[src/common/kxs_regs.svh]
// Purpose: register offsets, field positions, reset values and codes of the error statistics bank
// Assumes: included by bare name
// Notes:   management addresses are 16-bit register numbers within device 0x01
`ifndef KXS_REGS_SVH
`define KXS_REGS_SVH

// management register numbers
`define KXS_ADDR_LN2_EOP     16'h8012
`define KXS_ADDR_LN3_EOP     16'h8013
`define KXS_ADDR_TX_DROP     16'h8014
`define KXS_ADDR_TX_INSERT   16'h8015
`define KXS_ADDR_RX_DROP     16'h8016
`define KXS_ADDR_RX_INSERT   16'h8017
`define KXS_ADDR_STATUS      16'h8018
`define KXS_NUM_TALLIES      6
`define KXS_DEVAD            5'h01

// reset values
`define KXS_TALLY_RESET      16'hFFFD
`define KXS_STATUS_RESET     16'h0000
`define KXS_TALLY_MAX        16'hFFFF
`define KXS_UNMAPPED_DATA    16'h0000

// status word field positions
`define KXS_ST_SYNC_BIT      15
`define KXS_ST_RSVD_HI       14
`define KXS_ST_RSVD_LO       6
`define KXS_ST_SCOL_BIT      5
`define KXS_ST_TCOL_BIT      4

// column codes
`define KXS_CODE_TERM        8'hFD
`define KXS_CODE_IDLE        8'h07
`define KXS_CODE_K           8'hBC
`define KXS_CODE_A           8'h7C

// management frame timing, counted in management clock bits
`define KXS_PREAMBLE_LEN     6'h20
`define KXS_HDR_LAST         4'hD
`define KXS_DATA_LAST        4'hF
`define KXS_OP_ADDR          2'h0
`define KXS_OP_WRITE         2'h1
`define KXS_OP_READ_INC      2'h2
`define KXS_OP_READ          2'h3

`endif

[src/common/kxs_pkg.sv]
// Purpose: shared types of the error statistics bank
// Assumes: nothing
// Notes:   constants live in kxs_regs.svh
package kxs_pkg;

    typedef logic [15:0] kxs_word_t;

    typedef enum logic [1:0] {
        MDIO_PRE,
        MDIO_HDR,
        MDIO_TA,
        MDIO_DATA
    } kxs_mdio_state_t;

endpackage : kxs_pkg

[src/core/kxs_sync.sv]
// Purpose: two-flop synchroniser for pins from outside the clock domain
// Assumes: each bit is an independent level
// Notes:   first stage feeds only the second stage
`timescale 1ns/1ps
module kxs_sync #(
    parameter int WIDTH = 1
) (
    input  wire logic             sys_clk,
    input  wire logic             rst_n,
    input  wire logic [WIDTH-1:0] asyncIn,
    output logic      [WIDTH-1:0] syncOut
);
    logic [WIDTH-1:0] stage1;

    always_ff @(posedge sys_clk or negedge rst_n) begin
        if (!rst_n) begin
            stage1  <= '0;
            syncOut <= '0;
        end else begin
            stage1  <= asyncIn;
            syncOut <= stage1;
        end
    end

endmodule : kxs_sync

[src/core/kxs_sat_counter.sv]
// Purpose: 16-bit saturating clear-on-read event tally
// Assumes: inc and clr are one-cycle pulses on sys_clk
// Notes:   an event in the clearing cycle is kept as a count of one
`timescale 1ns/1ps
`include "kxs_regs.svh"
module kxs_sat_counter (
    input  wire logic              sys_clk,
    input  wire logic              rst_n,
    input  wire logic              inc,
    input  wire logic              clr,
    output kxs_pkg::kxs_word_t     count
);
    import kxs_pkg::*;

    kxs_word_t next_count;

    always_comb begin
        if (clr) begin
            next_count = inc ? 16'h0001 : 16'h0000;
        end else if (inc && count != `KXS_TALLY_MAX) begin
            next_count = count + 16'h0001;
        end else begin
            next_count = count;
        end
    end

    always_ff @(posedge sys_clk or negedge rst_n) begin
        if (!rst_n) begin
            count <= `KXS_TALLY_RESET;
        end else begin
            count <= next_count;
        end
    end

endmodule : kxs_sat_counter

[src/core/kxs_error_stats.sv]
// Purpose: end-of-packet, idle drop/insert tallies and error status word behind a management port
// Assumes: one column per colValid on sys_clk; event inputs are sys_clk pulses
// Notes:   management clock and data are pins, sampled through two flops
// Functional notes
// - A terminate in lane 2 counts one lane 2 error if lane 3 is not K or the next column is neither K nor A.
// - For lane 2, a terminate not followed by K in the remaining lane of its column is an error.
// - A terminate in lane 3 counts a lane 3 error only if the next column is neither K nor A.
// - Each end-of-packet tally returns its value on a read and that read reloads it with 0, or with 1 if an error is counted in the same cycle.
// - Every idle dropped by the transmit clock_tolerance_fifo is counted in a clear-on-read tally.
// - Every idle inserted by the transmit clock_tolerance_fifo is counted in its own tally.
// - Every idle dropped by the receive clock_tolerance_fifo is counted in a clear-on-read tally.
// - Every idle inserted by the receive clock_tolerance_fifo is counted in a clear-on-read tally.
// - All tallies reset to 0xFFFD and the status word resets to 0x0000.
// - Status bit 15 follows the live transmit pattern lock without latching.
// - Status bit 5 latches high on an invalid start column until the host reads it.
// - Status bit 4 latches high on an invalid terminate column until the host reads it.
// - Status bits 3 to 0 latch high on an invalid character in lanes 3 to 0.
`timescale 1ns/1ps
`include "kxs_regs.svh"
module kxs_error_stats (
    input  wire logic        sys_clk,
    input  wire logic        rst_n,
    input  wire logic        mdc,
    input  wire logic        mdioIn,
    output logic             mdioOut,
    output logic             mdioOe,
    input  wire logic [4:0]  portAddr,
    input  wire logic        colValid,
    input  wire logic [31:0] xgmiiData,
    input  wire logic [3:0]  xgmiiCtrl,
    input  wire logic        txIdleDrop,
    input  wire logic        txIdleInsert,
    input  wire logic        rxIdleDrop,
    input  wire logic        rxIdleInsert,
    input  wire logic        txPatternLock,
    input  wire logic        invalidStartCol,
    input  wire logic        invalidTermCol,
    input  wire logic [3:0]  badChar
);
    import kxs_pkg::*;

    // pin synchronisation
    logic                        mdcS, mdioS, mdcPrev, mdcRise;
    logic [4:0]                  portAddrS;

    // column checks
    logic                        term2, term3, lane3IsK, allK, allA, colIsKA;
    logic                        pend2, pend2Bad, pend3, eopErr2, eopErr3;

    // tallies and status
    logic [`KXS_NUM_TALLIES-1:0] tallyInc;
    logic [`KXS_NUM_TALLIES-1:0] tallyClr;
    kxs_word_t                   tally [`KXS_NUM_TALLIES];
    kxs_word_t                   lane2PacketEndErrorTally, lane3PacketEndErrorTally;
    kxs_word_t                   txIdleDropTally, txIdleInsertTally;
    kxs_word_t                   rxIdleDropTally, rxIdleInsertTally;
    logic [5:0]                  lhFlags, lhEvents;
    logic                        clrStatus;
    kxs_word_t                   statusWord, regMux;

    // management frame engine
    kxs_mdio_state_t             state;
    logic [5:0]                  onesCnt;
    logic [3:0]                  bitCnt;
    logic [13:0]                 hdr, hdrNext;
    logic                        hdrDone, hdrMatch, frameMatch, reading, rdPulse, frameEnd;
    logic [1:0]                  frameOp;
    kxs_word_t                   dataShift, readShift, addrReg;

    function automatic logic laneIsK(input logic [7:0] d, input logic c);
        laneIsK = c && (d == `KXS_CODE_K || d == `KXS_CODE_IDLE);
    endfunction : laneIsK

    kxs_sync #(
        .WIDTH (7)
    ) u_sync (
        .sys_clk (sys_clk),
        .rst_n   (rst_n),
        .asyncIn ({mdc, mdioIn, portAddr}),
        .syncOut ({mdcS, mdioS, portAddrS})
    );

    always_ff @(posedge sys_clk or negedge rst_n) begin
        if (!rst_n) begin
            mdcPrev <= 1'b0;
        end else begin
            mdcPrev <= mdcS;
        end
    end

    assign mdcRise = mdcS && !mdcPrev;

    // column decode
    assign term2    = xgmiiCtrl[2] && xgmiiData[23:16] == `KXS_CODE_TERM;
    assign term3    = xgmiiCtrl[3] && xgmiiData[31:24] == `KXS_CODE_TERM;
    assign lane3IsK = laneIsK(xgmiiData[31:24], xgmiiCtrl[3]);

    always_comb begin
        allK = 1'b1;
        allA = 1'b1;
        for (int i = 0; i < 4; i++) begin
            allK = allK && laneIsK(xgmiiData[8*i +: 8], xgmiiCtrl[i]);
            allA = allA && xgmiiCtrl[i] && xgmiiData[8*i +: 8] == `KXS_CODE_A;
        end
    end

    assign colIsKA = allK || allA;

    // terminate seen, judged against the following column
    always_ff @(posedge sys_clk or negedge rst_n) begin
        if (!rst_n) begin
            pend2    <= 1'b0;
            pend2Bad <= 1'b0;
            pend3    <= 1'b0;
        end else if (colValid) begin
            pend2    <= term2;
            pend2Bad <= term2 && !lane3IsK;
            pend3    <= term3;
        end
    end

    assign eopErr2 = colValid && pend2 && (pend2Bad || !colIsKA);
    assign eopErr3 = colValid && pend3 && !colIsKA;

    // tallies in register order
    assign tallyInc = {rxIdleInsert, rxIdleDrop, txIdleInsert, txIdleDrop, eopErr3, eopErr2};

    genvar g;
    generate
        for (g = 0; g < `KXS_NUM_TALLIES; g++) begin : g_tally
            assign tallyClr[g] = rdPulse && addrReg == (`KXS_ADDR_LN2_EOP + 16'(g));

            kxs_sat_counter u_cnt (
                .sys_clk (sys_clk),
                .rst_n   (rst_n),
                .inc     (tallyInc[g]),
                .clr     (tallyClr[g]),
                .count   (tally[g])
            );
        end
    endgenerate

    assign lane2PacketEndErrorTally = tally[0];
    assign lane3PacketEndErrorTally = tally[1];
    assign txIdleDropTally          = tally[2];
    assign txIdleInsertTally        = tally[3];
    assign rxIdleDropTally          = tally[4];
    assign rxIdleInsertTally        = tally[5];

    // latched-high flags, set wins over the read clear
    assign lhEvents  = {invalidStartCol, invalidTermCol, badChar};
    assign clrStatus = rdPulse && addrReg == `KXS_ADDR_STATUS;

    always_ff @(posedge sys_clk or negedge rst_n) begin
        if (!rst_n) begin
            lhFlags <= 6'(`KXS_STATUS_RESET);
        end else begin
            lhFlags <= (clrStatus ? 6'h00 : lhFlags) | lhEvents;
        end
    end

    always_comb begin
        statusWord                                   = `KXS_STATUS_RESET;
        statusWord[`KXS_ST_SYNC_BIT]                 = txPatternLock;
        statusWord[`KXS_ST_RSVD_HI:`KXS_ST_RSVD_LO]  = 9'h000;
        statusWord[`KXS_ST_SCOL_BIT:0]               = lhFlags;
    end

    always_comb begin
        case (addrReg)
            `KXS_ADDR_LN2_EOP:   regMux = lane2PacketEndErrorTally;
            `KXS_ADDR_LN3_EOP:   regMux = lane3PacketEndErrorTally;
            `KXS_ADDR_TX_DROP:   regMux = txIdleDropTally;
            `KXS_ADDR_TX_INSERT: regMux = txIdleInsertTally;
            `KXS_ADDR_RX_DROP:   regMux = rxIdleDropTally;
            `KXS_ADDR_RX_INSERT: regMux = rxIdleInsertTally;
            `KXS_ADDR_STATUS:    regMux = statusWord;
            default:             regMux = `KXS_UNMAPPED_DATA;
        endcase
    end

    // management frame: preamble, header, turnaround, data
    assign hdrNext  = {hdr[12:0], mdioS};
    assign hdrDone  = mdcRise && state == MDIO_HDR && bitCnt == `KXS_HDR_LAST;
    assign hdrMatch = hdrNext[13:12] == 2'h0 && hdrNext[9:5] == portAddrS
                      && hdrNext[4:0] == `KXS_DEVAD;
    assign rdPulse  = hdrDone && hdrMatch
                      && (hdrNext[11:10] == `KXS_OP_READ || hdrNext[11:10] == `KXS_OP_READ_INC);
    assign frameEnd = mdcRise && state == MDIO_DATA && bitCnt == `KXS_DATA_LAST;

    always_ff @(posedge sys_clk or negedge rst_n) begin
        if (!rst_n) begin
            state      <= MDIO_PRE;
            onesCnt    <= 6'h00;
            bitCnt     <= 4'h0;
            hdr        <= 14'h0000;
            frameMatch <= 1'b0;
            frameOp    <= 2'h0;
            dataShift  <= 16'h0000;
        end else if (mdcRise) begin
            case (state)
                MDIO_PRE: begin
                    if (mdioS) begin
                        if (onesCnt != `KXS_PREAMBLE_LEN) begin
                            onesCnt <= onesCnt + 6'h01;
                        end
                    end else if (onesCnt == `KXS_PREAMBLE_LEN) begin
                        state  <= MDIO_HDR;
                        hdr    <= 14'h0000;
                        bitCnt <= 4'h1;
                    end else begin
                        onesCnt <= 6'h00;
                    end
                end
                MDIO_HDR: begin
                    hdr    <= hdrNext;
                    bitCnt <= bitCnt + 4'h1;
                    if (bitCnt == `KXS_HDR_LAST) begin
                        state      <= MDIO_TA;
                        bitCnt     <= 4'h0;
                        frameMatch <= hdrMatch;
                        frameOp    <= hdrNext[11:10];
                    end
                end
                MDIO_TA: begin
                    bitCnt <= bitCnt + 4'h1;
                    if (bitCnt == 4'h1) begin
                        state  <= MDIO_DATA;
                        bitCnt <= 4'h0;
                    end
                end
                MDIO_DATA: begin
                    dataShift <= {dataShift[14:0], mdioS};
                    bitCnt    <= bitCnt + 4'h1;
                    if (bitCnt == `KXS_DATA_LAST) begin
                        state   <= MDIO_PRE;
                        onesCnt <= 6'h00;
                        bitCnt  <= 4'h0;
                    end
                end
                default: begin
                    state <= MDIO_PRE;
                end
            endcase
        end
    end

    // address frames load the pointer; writes change nothing
    always_ff @(posedge sys_clk or negedge rst_n) begin
        if (!rst_n) begin
            addrReg <= 16'h0000;
        end else if (frameEnd && frameMatch) begin
            if (frameOp == `KXS_OP_ADDR) begin
                addrReg <= {dataShift[14:0], mdioS};
            end else if (frameOp == `KXS_OP_READ_INC) begin
                addrReg <= addrReg + 16'h0001;
            end
        end
    end

    // read data captured in the clearing cycle, shifted out msb first
    always_ff @(posedge sys_clk or negedge rst_n) begin
        if (!rst_n) begin
            readShift <= 16'h0000;
            reading   <= 1'b0;
            mdioOut   <= 1'b0;
            mdioOe    <= 1'b0;
        end else if (rdPulse) begin
            readShift <= regMux;
            reading   <= 1'b1;
        end else if (mdcRise && reading) begin
            if (state == MDIO_TA && bitCnt == 4'h0) begin
                mdioOe  <= 1'b1;
                mdioOut <= 1'b0;
            end else if (frameEnd) begin
                mdioOe  <= 1'b0;
                mdioOut <= 1'b0;
                reading <= 1'b0;
            end else begin
                mdioOut   <= readShift[15];
                readShift <= {readShift[14:0], 1'b0};
            end
        end
    end
endmodule : kxs_error_stats

[config.mk]
export PLATFORM = sky130hd
export DESIGN_NAME = kxs_error_stats
export DESIGN_NICKNAME = d
export VERILOG_FILES = /design/src/common/kxs_pkg.sv /design/src/core/kxs_sync.sv /design/src/core/kxs_sat_counter.sv /design/src/core/kxs_error_stats.sv
export VERILOG_INCLUDE_DIRS = /design/src /design/src/common
export SDC_FILE = /design/constraint.sdc
export NUM_CORES = 1
export LEC_CHECK = 0
export BUFFER_PORTS_ARGS = -buffer_cell sky130_fd_sc_hd__buf_4
export CAP_MARGIN = 20
export CORE_MARGIN = 2
export CORE_UTILIZATION = 40
export DETAILED_ROUTE_END_ITERATION = 8
export GPL_TIMING_DRIVEN = 0
export PLACE_DENSITY_LB_ADDON = 0.1
export SLEW_MARGIN = 20
export SYNTH_ARGS = -nofsm -noshare
export SYNTH_HDL_FRONTEND = slang
export SYNTH_HIERARCHICAL = 1
export SYNTH_SLANG_ARGS = --single-unit
[constraint.sdc]
create_clock -name sys_clk -period 7.3 [get_ports sys_clk]
set_clock_uncertainty 0.05 [all_clocks]
set_input_delay 2.19 -clock sys_clk [delete_from_list [all_inputs] [get_ports sys_clk]]
set_output_delay 2.19 -clock sys_clk [all_outputs]
set_load 0.02 [all_outputs]
Word level (Yosys, flattened, before mapping)
Index checks and enable logic that the tools add are counted.
Widths: inputs -> output; s select.
{"block": "word_totals", "regBits": 198, "out_inout_bits": 2}
{"block": "op_classes", "addsub": 9, "eq_ne": 49, "muxes": 53, "n_bitwise": 2, "reduce_logical": 83}
{"operator": "$mux 16", "n": 18}
{"operator": "$add 16x1->16 const B", "n": 7}
{"operator": "$eq 16x16->1 const B", "n": 7}
{"operator": "$pmux 16 s7", "n": 1}
{"operator": "$ne 16x16->1 const B", "n": 6}
{"operator": "$eq 8x8->1 const B", "n": 6}
{"operator": "$logic_and 1x1->1", "n": 46}
{"operator": "$eq 8x3->1 const B", "n": 4}
{"operator": "$eq 8x7->1 const B", "n": 4}
{"operator": "$mux 6", "n": 5}
{"operator": "$mux 13", "n": 2}
{"operator": "$pmux 13 s2", "n": 1}
{"operator": "$reduce_bool 2->1", "n": 12}
{"operator": "$mux 4", "n": 5}
{"operator": "$pmux 4 s4", "n": 1}
{"operator": "$reduce_and 3->1", "n": 5}
{"operator": "$mux 1", "n": 13}
{"operator": "$pmux 6 s2", "n": 1}
{"operator": "$eq 2x2->1 const B", "n": 5}
{"operator": "$mux 2", "n": 5}
{"operator": "$ne 2x2->1 const B", "n": 5}
{"operator": "$eq 4x4->1 const B", "n": 2}
{"operator": "$pmux 2 s4", "n": 1}
{"operator": "$logic_or 1x1->1", "n": 7}
{"operator": "20 further kinds", "n": 27}

Logic depth before layout (Yosys ltp)
Gate-level depths: netlist of the first run.
{"block": "depth", "depth_word": 15, "depth_mapped": 11}

Hierarchy
Netlist of the first run, hierarchy kept.
{"module": "kxs_error_stats", "n_inst": 1, "cells_per_inst": 543, "area_each_um2": 5298.8, "seq_area_each_um2": 2202.1}
{"module": "kxs_sat_counter at g_tally[0].u_cnt ...", "n_inst": 3, "cells_per_inst": 102, "area_each_um2": 978.4, "seq_area_each_um2": 419.2}
{"module": "kxs_sat_counter at g_tally[3].u_cnt ...", "n_inst": 2, "cells_per_inst": 99, "area_each_um2": 943.4, "seq_area_each_um2": 419.2}
{"module": "kxs_sat_counter at g_tally[5].u_cnt", "n_inst": 1, "cells_per_inst": 103, "area_each_um2": 974.7, "seq_area_each_um2": 419.2}
{"module": "kxs_sync", "n_inst": 1, "cells_per_inst": 14, "area_each_um2": 350.3, "seq_area_each_um2": 350.3}

Least setup slack after synthesis of the first run
OpenSTA, ideal clock, no wires.
{"block": "synth_timing", "path_kind": "in2reg", "startpoint": "input port xgmiiData[27]", "endpoint": "register g_tally[0].u_cnt.count[14]", "arrival_time_ps": 4084, "setup_slack_ps": 3084, "path_stages": 10, "n_path_buf": 1, "path_cell_list": "nor4_1 -> nand4_1 -> a2bb2oi_1 -> o32a_1 -> o311a_1 -> buf_4 -> nand2_1 -> nor2_1 -> nand4_1 -> mux2_2"}
{"block": "synth_via", "elab_chain_cells": 10, "elab_cells_between_ends": 13, "cone_classes": "eq/ne (3); reduce/logical (10)"}
{"item": "from (decl)", "line": "kxs_error_stats.sv:29", "source": "input wire logic [31:0] xgmiiData,"}
{"item": "$eq 8x8->1 (no source line) or $eq 8x3->1 (tied branches)"}
{"item": "$logic_or 1x1->1 (no source line)"}
{"item": "$logic_and 1x1->1", "line": "kxs_error_stats.sv:71", "source": "laneIsK = c && (d == `KXS_CODE_K || d == `KXS_CODE_IDLE);"}
{"item": "$logic_and 1x1->1", "line": "kxs_error_stats.sv:102", "source": "allK = allK && laneIsK(xgmiiData[8*i +: 8], xgmiiCtrl[i]);"}
{"item": "$logic_or 1x1->1 (*)", "line": "kxs_error_stats.sv:107", "source": "assign colIsKA = allK || allA;"}
{"item": "$logic_not 1->1 (*)", "line": "kxs_error_stats.sv:122", "source": "assign eopErr2 = colValid && pend2 && (pend2Bad || !colIsKA);"}
{"item": "$logic_or 1x1->1 (*)", "line": "kxs_error_stats.sv:122"}
{"item": "$logic_and 1x1->1 (*)", "line": "kxs_error_stats.sv:122"}
{"item": "net eopErr2", "line": "kxs_error_stats.sv:48", "source": "logic pend2, pend2Bad, pend3, eopErr2, eopErr3;"}
{"item": "$logic_and 1x1->1 (no source line) (*)"}
{"item": "$reduce_bool 2->1 (no source line) (*)"}
{"item": "to (signal assigned)", "line": "kxs_sat_counter.sv:29", "source": "count <= `KXS_TALLY_RESET;"}
{"item": "to (signal assigned)", "line": "kxs_sat_counter.sv:31", "source": "count <= next_count;"}
{"item": "to (decl)", "line": "kxs_sat_counter.sv:11", "source": "output kxs_pkg::kxs_word_t count"}
The timed path passes the listed nets; every way through them passes the cells marked *.
A chain may end at the register's enable or synchronous reset.

Final worst setup path of the first run
Ends and elaborated chain as after synthesis.

==> impl_results.html, run 1 <==
<table>
<tr><th>Metric</th><th>Value</th></tr>
<tr><th colspan="2">Finish</th></tr>
<tr><td>Non-filler cells in the finished layout</td><td>1630</td></tr>
<tr><td>Top library cells by usage in the layout, fill and taps aside</td><td>sky130_fd_sc_hd__dfrtp_1 (108), sky130_fd_sc_hd__dfstp_2 (90), sky130_fd_sc_hd__a21oi_1 (77)</td></tr>
<tr><td>Core Util, Final</td><td>46.5%</td></tr>
<tr><td>Synth-to-Final Area Change</td><td>13.8%</td></tr>
<tr><td>Fraction of layout instances using a drive strength above 1</td><td>23.2%</td></tr>
<tr><td>Leading cell type in the layout, fill and taps excluded</td><td>sky130_fd_sc_hd__dfrtp_1</td></tr>
<tr><td>Post-route cell area</td><td>13000 sq um</td></tr>
<tr><td>Number of antenna diodes</td><td>0</td></tr>
<tr><td>Net total in the final layout</td><td>1316</td></tr>
<tr><th colspan="2">Critical path</th></tr>
<tr><td>Slowest-stage cell, CP</td><td>sky130_fd_sc_hd__o32a_1</td></tr>
<tr><td>Kind of start point of the critical path</td><td>input port</td></tr>
<tr><td>CP bufs+invs</td><td>2</td></tr>
<tr><td>Setup slack of the worst register-to-register path</td><td>3630 ps</td></tr>
<tr><td>Category of the worst setup path capture point</td><td>register</td></tr>
<tr><td>Maximum net fanout on the critical path</td><td>8</td></tr>
<tr><td>Critical-path cell list</td><td>buf_4, nor4_1, nand4_1, a2bb2oi_1, o32a_1, o311a_1, buf_4, nand2_1, nor2_1, nand4_1, mux2_2</td></tr>
<tr><td>WP data required</td><td>7630 ps</td></tr>
<tr><td>CP Data Arrival Time</td><td>4440 ps</td></tr>
<tr><td>Count of cells along the worst register-to-register path</td><td>10</td></tr>
<tr><td>WS Path Type</td><td>in -&gt; reg</td></tr>
<tr><td>Worst r2r dst</td><td>g_tally[2].u_cnt/count[2]</td></tr>
<tr><td>R2R Path Start</td><td>state[1]</td></tr>
<tr><td>Dominant delay contributor by cell family on the critical path</td><td>compound AO/OA/AOI/OAI gates</td></tr>
<tr><td>Biggest cell delay along the critical path</td><td>380 ps</td></tr>
<tr><th colspan="2">Power and ir drop</th></tr>
<tr><td>Leakage power total</td><td>4.87 nW</td></tr>
<tr><td>Power after layout</td><td>2.55 mW</td></tr>
<tr><td>Max rail drop VDD</td><td>0.150 mV</td></tr>
<tr><td>Areal power density over the cells</td><td>196 nW/um^2</td></tr>
<tr><th colspan="2">Flow run</th></tr>
<tr><td>Max_cap viols</td><td>0</td></tr>
<tr><th colspan="2">Clock tree</th></tr>
<tr><td>Clock tree from TritonCTS</td><td>built</td></tr>
<tr><td>Post-CTS resize count</td><td>0</td></tr>
<tr><td>Master cell of the clock root buffer</td><td>sky130_fd_sc_hd__clkbuf_16</td></tr>
<tr><td>Number of hold buffers added after cts</td><td>0</td></tr>
<tr><td>Maximum level of the CTS H-tree</td><td>4</td></tr>
<tr><td>Maximum buffer depth of the clock tree</td><td>2</td></tr>
<tr><td>Post-CTS Setup Repair Bufs</td><td>0</td></tr>
<tr><td>CTS clock-pin slew for the worst setup and hold paths</td><td>80 ps</td></tr>
<tr><td>Number of buffers created by CTS</td><td>17</td></tr>
<tr><td>Insertion delay of the later-clocked pin in the worst-skew pair</td><td>450 ps</td></tr>
<tr><td>TritonCTS Sinks</td><td>198</td></tr>
<tr><th colspan="2">Timing</th></tr>
<tr><td>Worst Tran Pin Value</td><td>879 ps</td></tr>
<tr><td>Final hold violation count</td><td>0</td></tr>
<tr><td>Number of max-slew violations in the final report</td><td>0</td></tr>
<tr><td>Tightest hold margin</td><td>301 ps</td></tr>
<tr><td>Final critical-path required period</td><td>4120 ps</td></tr>
<tr><td>Final cycle utilization of the critical path</td><td>56.4%</td></tr>
<tr><td>FMAX</td><td>0.243 GHz</td></tr>
<tr><td>Unrepaired setup endpoints after global routing</td><td>false</td></tr>
<tr><td>Setup violation total in the final timing report</td><td>0</td></tr>
<tr><td>Summed negative setup slack over all endpoints</td><td>0 ps</td></tr>
<tr><td>Worst slew margin relative to its limit</td><td>40.9%</td></tr>
<tr><td>Final critical-path setup slack</td><td>3180 ps</td></tr>
<tr><th colspan="2">Logic synthesis</th></tr>
<tr><td>Compound-gate portion of the synthesized area</td><td>19.8%</td></tr>
<tr><td>Main combinational cell family by area after synthesis</td><td>simple AND/OR/NAND/NOR gates</td></tr>
<tr><td>Synth Flop Type</td><td>sky130_fd_sc_hd__dfrtp_1</td></tr>
<tr><td>Portion of the post-synthesis area used by sequential elements</td><td>44.3%</td></tr>
<tr><td>Share of cell area taken by muxes after synthesis</td><td>5.56%</td></tr>
<tr><td>Number of cells produced by synthesis</td><td>1164</td></tr>
<tr><td>Syn_nets</td><td>1241</td></tr>
<tr><td>Distinct cell type count after synthesis</td><td>85</td></tr>
<tr><td>Warnings from Yosys</td><td>6</td></tr>
<tr><td>Post-synthesis area per instance</td><td>9.83 sq um</td></tr>
<tr><td>Adder-cell area share of the yosys netlist</td><td>2.19%</td></tr>
<tr><td>Total of flip-flops plus latches after synthesis</td><td>198</td></tr>
<tr><td>Number of enable-type register cells in the synthesized netlist</td><td>0</td></tr>
<tr><td>Post-synthesis simple-gate area fraction</td><td>23.5%</td></tr>
<tr><td>Fraction of registers with async set/reset</td><td>100%</td></tr>
<tr><td>Synthesized-area fraction occupied by xor and xnor cells</td><td>0.383%</td></tr>
<tr><td>Post-synthesis instance area</td><td>11400 sq um</td></tr>
<tr><th colspan="2">Drt</th></tr>
<tr><td>ANT nets after route</td><td>0</td></tr>
<tr><td>Final Routed Wirelength</td><td>30.2 mm</td></tr>
<tr><td>Vias after detailed routing</td><td>9627</td></tr>
<tr><td>First-pass iteration count of the detailed router</td><td>5</td></tr>
<tr><td>Iteration-0 DRC count of the detailed router</td><td>738</td></tr>
<tr><td>Per-cell routed wire length</td><td>18.5 microns</td></tr>
<tr><td>Residual DRC</td><td>0</td></tr>
<tr><td>Via-to-Cell Ratio</td><td>5.91</td></tr>
<tr><th colspan="2">Placed design</th></tr>
<tr><td>Routability cong.</td><td>0.829</td></tr>
<tr><td>Placed Area</td><td>12400 sq um</td></tr>
<tr><td>Placed cell count</td><td>1598</td></tr>
<tr><td>Placed wire-length estimate after detailed placement</td><td>22.0 mm</td></tr>
<tr><td>Pre-CTS WS</td><td>2720 ps</td></tr>
<tr><td>Port Buffers</td><td>54</td></tr>
<tr><th colspan="2">GRT</th></tr>
<tr><td>GR Overflow Total</td><td>0</td></tr>
<tr><td>Initial antenna violation count</td><td>0</td></tr>
<tr><td>First-pass GRT wire length</td><td>49.8 mm</td></tr>
<tr><td>Number of global-route vias before repair</td><td>9222</td></tr>
<tr><td>Pin count of the biggest net entering global routing</td><td>89</td></tr>
<tr><td>Total routing usage reported by global routing</td><td>20.4%</td></tr>
<tr><th colspan="2">Die</th></tr>
<tr><td>Vertical die dimension</td><td>173 microns</td></tr>
<tr><td>Core Region</td><td>28000 sq um</td></tr>
<tr><td>Die boundary width</td><td>173 microns</td></tr>
<tr><td>Starting density of the core</td><td>40.9%</td></tr>
<tr><td>I/O pin count</td><td>59</td></tr>
<tr><td>Floorplan die area</td><td>30000 sq um</td></tr>
<tr><td>Core Rows</td><td>61</td></tr>
<tr><th colspan="2">Min path</th></tr>
<tr><td>Worst hold path type</td><td>reg -&gt; reg</td></tr>
<tr><td>Start point of the worst hold path</td><td>u_sync/stage1[4]</td></tr>
<tr><td>Worst Hold Endpoint</td><td>u_sync/syncOut[4]</td></tr>
<tr><td>Worst hold path depth</td><td>0</td></tr>
<tr><th colspan="2">Run status</th></tr>
<tr><td>Run status</td><td>finished clean</td></tr>
</table>
-- per-layer routing --
metal | track usage [%] | wire [microns]
met2 | 32.4 | 14000
met5 | 0 | 0
met1 | 29.5 | 14600
met3 | 2.90 | 1090
met4 | 5.01 | 441
-- synth_stat cells, drive strengths merged, types with 9 or more instances --
cell | n | share of area [%]
dfrtp | 108 | 24
dfstp | 90 | 21
a21oi | 77 | 3.4
nand2 | 69 | 2.3
nor2 | 69 | 2.3
nand3 | 59 | 3.0
o21ai | 56 | 2.4
inv | 46 | 1.5
nor3 | 40 | 1.7
mux2 | 37 | 3.6
nand4 | 36 | 2.6
buf | 32 | 1.7
nor4 | 29 | 1.9
o22ai | 28 | 2.1
clkbuf | 26 | 0.86
a22oi | 25 | 1.6
or4 | 25 | 1.7
mux2i | 22 | 1.9
o31ai | 22 | 1.6
ha | 20 | 2.2
nor2b | 20 | 1.1
and3 | 19 | 1.0
a221oi | 15 | 1.1
or3 | 14 | 0.79
a211oi | 13 | 0.98
a22o | 13 | 0.99
and4 | 13 | 1.0
o41ai | 11 | 0.84
nand2b | 10 | 0.55
a31oi | 9 | 0.49
nor3b | 9 | 0.63
o311ai | 9 | 0.69
-- sequential cells by signal, summed over array words and instances, names as in the netlist, 7 cells and up --
register             cells
hdr                     13
u_sync/stage1            7
g_tally.u_cnt/count     96
addrReg                 16
readShift               16
u_sync/syncOut           7
dataShift               15
-- power breakdown --
| part | leakage [nW] | internal (mW) | switching, mW |
|---|---|---|---|
| Combinational | 2.20 | 0.104 | 0.119 |
| Sequential | 2.36 | 1.21 | 0.136 |
| Clock | 0.304 | 0.499 | 0.491 |
-- cell families (layout without fill, tap and decap cells) --
| group | Yosys count | after routing |
|---|---|---|
| simple gates | 451 | 451 |
| compound gates | 325 | 325 |
| flops | 198 | 198 |
| buf+inv | 106 | 194 |
| mux | 59 | 59 |
| fa+ha+maj | 20 | 20 |
| xor+xnor | 5 | 5 |
-- how the worst max path moves through the flow --
stage	startpoint	to	slack (ps)	cells after the start
after global placement	rst_n	onesCnt[2]	2510	1
after global routing	xgmiiData[27]	g_tally[0].u_cnt/count[14]	3020	11
final	xgmiiData[27]	g_tally[0].u_cnt/count[14]	3180	11
after floorplan	xgmiiData[27]	g_tally[0].u_cnt/count[14]	3080	10
after CTS	xgmiiData[27]	g_tally[0].u_cnt/count[14]	3190	11
after detailed placement	xgmiiData[27]	g_tally[0].u_cnt/count[14]	2720	11
-- area by class of cell --
cell class	instances	area [sq um]
well taps	378	473
fillers	2728	15000
multi-input cells	860	5890
inverters	46	173
clock buffers	17	425
flip-flops and latches	198	5070
repair buffers	56	468
clock inverters	15	208
plain buffers	60	315
-- worst register-to-register path, cell delays in order, from the launching register on --
cell	delay (ps)
sky130_fd_sc_hd__dfrtp_1	410
sky130_fd_sc_hd__inv_1	110
sky130_fd_sc_hd__ha_1	250
sky130_fd_sc_hd__and3b_1	200
sky130_fd_sc_hd__nand3_1	140
sky130_fd_sc_hd__nor4_4	760
sky130_fd_sc_hd__buf_2	410
sky130_fd_sc_hd__and3_1	270
sky130_fd_sc_hd__clkbuf_1	410
sky130_fd_sc_hd__buf_1	450
sky130_fd_sc_hd__nor3_1	120
No activity file was read; power rests on OpenSTA's default activity.
==> inputs of run 2 (changes only) <==
Settings changed: ABC_AREA from default to 1.
Clock period 7.3 ns to 3.9 ns, I/O delays scaled along.
==> impl_results.html, run 2 <==
<table>
<tr><th>Metric</th><th>Value</th></tr>
<tr><th colspan="2">Placed design</th></tr>
<tr><td>Routability cong.</td><td>0.855</td></tr>
<tr><td>Placed wire-length estimate after detailed placement</td><td>25.4 mm</td></tr>
<tr><td>Port Buffers</td><td>58</td></tr>
<tr><td>Placed Area</td><td>13500 sq um</td></tr>
<tr><th colspan="2">Critical path</th></tr>
<tr><td>R2R Path Start</td><td>state[1]</td></tr>
<tr><td>Dominant delay contributor by cell family on the critical path</td><td>simple AND/OR/NAND/NOR gates</td></tr>
<tr><td>Critical-path cell list</td><td>inv_1, ha_1, inv_2, nor3_4, nand4_1, nor2_1, inv_1, buf_1, nand3_1, nand2_1</td></tr>
<tr><td>CP Data Arrival Time</td><td>3370 ps</td></tr>
<tr><td>CP bufs+invs</td><td>4</td></tr>
<tr><td>Critical Path Start</td><td>state[1]</td></tr>
<tr><td>Category of the worst setup path capture point</td><td>register</td></tr>
<tr><td>WP data required</td><td>4190 ps</td></tr>
<tr><td>Slowest-stage cell, CP</td><td>sky130_fd_sc_hd__nand4_1</td></tr>
<tr><td>Maximum net fanout on the critical path</td><td>10</td></tr>
<tr><td>Kind of start point of the critical path</td><td>register</td></tr>
<tr><td>Cell repeated most along the worst path</td><td>sky130_fd_sc_hd__inv_1</td></tr>
<tr><td>WS Path Type</td><td>reg -&gt; reg</td></tr>
<tr><td>Setup slack of the worst register-to-register path</td><td>820 ps</td></tr>
<tr><td>Biggest cell delay along the critical path</td><td>480 ps</td></tr>
<tr><th colspan="2">Clock tree</th></tr>
<tr><td>Master cell of the clock root buffer</td><td>sky130_fd_sc_hd__clkbuf_16</td></tr>
<tr><td>Clock tree from TritonCTS</td><td>built</td></tr>
<tr><td>Number of hold buffers added after cts</td><td>0</td></tr>
<tr><td>Maximum level of the CTS H-tree</td><td>4</td></tr>
<tr><td>Number of buffers created by CTS</td><td>17</td></tr>
<tr><td>Post-CTS resize count</td><td>0</td></tr>
<tr><td>Insertion delay of the later-clocked pin in the worst-skew pair</td><td>450 ps</td></tr>
<tr><td>CTS clock-pin slew for the worst setup and hold paths</td><td>70 ps</td></tr>
<tr><td>Post-CTS Setup Repair Bufs</td><td>0</td></tr>
<tr><td>TritonCTS Sinks</td><td>198</td></tr>
<tr><td>Maximum buffer depth of the clock tree</td><td>2</td></tr>
<tr><th colspan="2">Timing</th></tr>
<tr><td>Final critical-path required period</td><td>3080 ps</td></tr>
<tr><td>Final hold violation count</td><td>0</td></tr>
<tr><td>FMAX</td><td>0.325 GHz</td></tr>
<tr><td>Worst slew margin relative to its limit</td><td>60.7%</td></tr>
<tr><td>Setup violation total in the final timing report</td><td>0</td></tr>
<tr><td>Number of max-slew violations in the final report</td><td>0</td></tr>
<tr><td>Final cycle utilization of the critical path</td><td>78.9%</td></tr>
<tr><td>Worst Tran Pin Value</td><td>588 ps</td></tr>
<tr><td>Unrepaired setup endpoints after global routing</td><td>false</td></tr>
<tr><td>Tightest hold margin</td><td>299 ps</td></tr>
<tr><td>Summed negative setup slack over all endpoints</td><td>0 ps</td></tr>
<tr><th colspan="2">Min path</th></tr>
<tr><td>Start point of the worst hold path</td><td>u_sync/stage1[3]</td></tr>
<tr><td>Worst hold path type</td><td>reg -&gt; reg</td></tr>
<tr><th colspan="2">Run status</th></tr>
<tr><td>Run status</td><td>finished clean</td></tr>
<tr><th colspan="2">Logic synthesis</th></tr>
<tr><td>Number of cells produced by synthesis</td><td>1770</td></tr>
<tr><td>Post-synthesis simple-gate area fraction</td><td>38.5%</td></tr>
<tr><td>Adder-cell area share of the yosys netlist</td><td>2.00%</td></tr>
<tr><td>Post-synthesis instance area</td><td>12500 sq um</td></tr>
<tr><td>Share of the synthesized area in the top cell type</td><td>21.6%</td></tr>
<tr><td>Synthesized-area fraction occupied by xor and xnor cells</td><td>1.96%</td></tr>
<tr><td>Distinct cell type count after synthesis</td><td>49</td></tr>
<tr><td>Syn_nets</td><td>1847</td></tr>
<tr><td>Compound-gate portion of the synthesized area</td><td>9.13%</td></tr>
<tr><td>Warnings from Yosys</td><td>6</td></tr>
<tr><td>Number of enable-type register cells in the synthesized netlist</td><td>0</td></tr>
<tr><td>Post-synthesis area per instance</td><td>7.06 sq um</td></tr>
<tr><td>Commonest cells in the synthesized netlist</td><td>sky130_fd_sc_hd__nand2_1 (500), sky130_fd_sc_hd__nand3_1 (252), sky130_fd_sc_hd__nor2_1 (217)</td></tr>
<tr><td>Total of flip-flops plus latches after synthesis</td><td>198</td></tr>
<tr><td>Synth Flop Type</td><td>sky130_fd_sc_hd__dfrtp_1</td></tr>
<tr><td>Most area-hungry cell type in the Yosys netlist</td><td>sky130_fd_sc_hd__dfrtp_1</td></tr>
<tr><td>Main combinational cell family by area after synthesis</td><td>simple AND/OR/NAND/NOR gates</td></tr>
<tr><td>Main area contributors after synthesis</td><td>sky130_fd_sc_hd__dfrtp_1 (22%), sky130_fd_sc_hd__dfstp_2 (19%), sky130_fd_sc_hd__nand2_1 (15%)</td></tr>
<tr><td>Fraction of registers with async set/reset</td><td>100%</td></tr>
<tr><td>Portion of the post-synthesis area used by sequential elements</td><td>40.6%</td></tr>
<tr><td>Dominant cell by count in the synthesized netlist</td><td>sky130_fd_sc_hd__nand2_1</td></tr>
<tr><td>Share of cell area taken by muxes after synthesis</td><td>0.0801%</td></tr>
<tr><th colspan="2">Finish</th></tr>
<tr><td>Core Util, Final</td><td>45.8%</td></tr>
<tr><td>Net total in the final layout</td><td>1926</td></tr>
<tr><td>Fraction of layout instances using a drive strength above 1</td><td>14.3%</td></tr>
<tr><td>Largest registers</td><td>g_tally.u_cnt/count: 96 flops, addrReg: 16 flops, readShift: 16 flops</td></tr>
<tr><td>Synth-to-Final Area Change</td><td>12.5%</td></tr>
<tr><td>Flip-flop count of the largest register after layout</td><td>96</td></tr>
<tr><td>Fillers</td><td>3115</td></tr>
<tr><td>Leading cell type in the layout, fill and taps excluded</td><td>sky130_fd_sc_hd__nand2_1</td></tr>
<tr><td>Register with the highest flop count</td><td>g_tally.u_cnt/count</td></tr>
<tr><td>Top library cells by usage in the layout, fill and taps aside</td><td>sky130_fd_sc_hd__nand2_1 (500), sky130_fd_sc_hd__nand3_1 (252), sky130_fd_sc_hd__nor2_1 (217)</td></tr>
<tr><td>Number of antenna diodes</td><td>0</td></tr>
<tr><td>Post-route cell area</td><td>14100 sq um</td></tr>
<tr><th colspan="2">Die</th></tr>
<tr><td>Vertical die dimension</td><td>181 microns</td></tr>
<tr><td>Core Rows</td><td>64</td></tr>
<tr><td>Floorplan die area</td><td>32700 sq um</td></tr>
<tr><td>Core Region</td><td>30700 sq um</td></tr>
<tr><td>I/O pin count</td><td>59</td></tr>
<tr><td>Die boundary width</td><td>181 microns</td></tr>
<tr><td>Starting density of the core</td><td>40.7%</td></tr>
<tr><th colspan="2">Power and ir drop</th></tr>
<tr><td>Max rail drop VDD</td><td>0.318 mV</td></tr>
<tr><td>Leakage power total</td><td>6.31 nW</td></tr>
<tr><td>Power after layout</td><td>4.59 mW</td></tr>
<tr><td>Areal power density over the cells</td><td>326 nW/um^2</td></tr>
<tr><th colspan="2">Drt</th></tr>
<tr><td>Per-cell routed wire length</td><td>15.0 microns</td></tr>
<tr><td>ANT nets after route</td><td>0</td></tr>
<tr><td>Vias after detailed routing</td><td>11.7k</td></tr>
<tr><td>Via-to-Cell Ratio</td><td>5.19</td></tr>
<tr><td>Final Routed Wirelength</td><td>33.9 mm</td></tr>
<tr><td>First-pass iteration count of the detailed router</td><td>5</td></tr>
<tr><td>Iteration-0 DRC count of the detailed router</td><td>862</td></tr>
<tr><td>Residual DRC</td><td>0</td></tr>
<tr><th colspan="2">GRT</th></tr>
<tr><td>Initial antenna violation count</td><td>0</td></tr>
<tr><td>Total routing usage reported by global routing</td><td>21.3%</td></tr>
<tr><td>Number of global-route vias before repair</td><td>11.0k</td></tr>
<tr><td>Pin count of the biggest net entering global routing</td><td>79</td></tr>
<tr><td>GR Overflow Total</td><td>0</td></tr>
<tr><td>First-pass GRT wire length</td><td>56.6 mm</td></tr>
<tr><th colspan="2">Flow run</th></tr>
<tr><td>Max_cap viols</td><td>0</td></tr>
</table>
[run 2: logic make-up (layout without fill, tap and decap cells)]
logic type | Yosys count | count (layout)
AO/OA/AOI/OAI | 198 | 198
XOR/XNOR | 28 | 28
adder cells (fa/ha/maj) | 20 | 20
buffers and inverters | 230 | 322
flip-flops | 198 | 198
multiplexers | 1 | 1
AND/OR/NAND/NOR | 1095 | 1095
[run 2: layout make-up]
class	instances	area, sq um	area share, %
repair buffers	60	498	3.54
flip-flops and latches	198	5070	36.1
well taps	396	495	3.53
plain buffers	50	293	2.08
multi-input cells	1342	6460	45.9
inverters	180	676	4.81
clock buffers	20	437	3.11
clock inverters	12	131	0.935
[run 2: worst reg2reg max path, stage by stage (launching register included)]
cell,delay (ps)
sky130_fd_sc_hd__dfrtp_1,400
sky130_fd_sc_hd__inv_1,120
sky130_fd_sc_hd__ha_1,220
sky130_fd_sc_hd__inv_2,90
sky130_fd_sc_hd__nor3_4,380
sky130_fd_sc_hd__nand4_1,480
sky130_fd_sc_hd__nor2_1,480
sky130_fd_sc_hd__inv_1,230
sky130_fd_sc_hd__buf_1,300
sky130_fd_sc_hd__nand3_1,160
sky130_fd_sc_hd__nand2_1,60
[run 2: per-layer routing]
metal	track usage (%)	wire (microns)	part of all wire, %	up-vias
met4	4.65	417	1.2	0
met3	3.69	1480	4.4	24
met2	34.6	15700	46	242
li1	-	-	-	5924
met1	29.7	16300	48	5524
met5	0	0	0	-
[run 2: path summary, 6_finish.rpt]
check | cells after the start | endpoint
max | 10 | g_tally[2].u_cnt/count[1]
min reg2reg | 0 | u_sync/syncOut[3]
min in group asynchronous | 1 | dataShift[9]
min | 0 | u_sync/syncOut[3]
max in group asynchronous | 3 | g_tally[5].u_cnt/count[4]
max reg2reg | 10 | g_tally[2].u_cnt/count[1]
[run 2: power breakdown]
group          internal (mW)  switching, mW  leakage [nW]
sequential              2.22          0.163          2.36
clock                  0.944          0.829         0.268
combinational          0.179          0.253          3.68
[run 2: metrics by stage]
stage               setup slack (ps)  std cells
CTS                              785       2258
global placement                 145       2224
global route                     501       2258
floorplan                       1280       1770
finish                           824       2258
detailed placement               703       2226
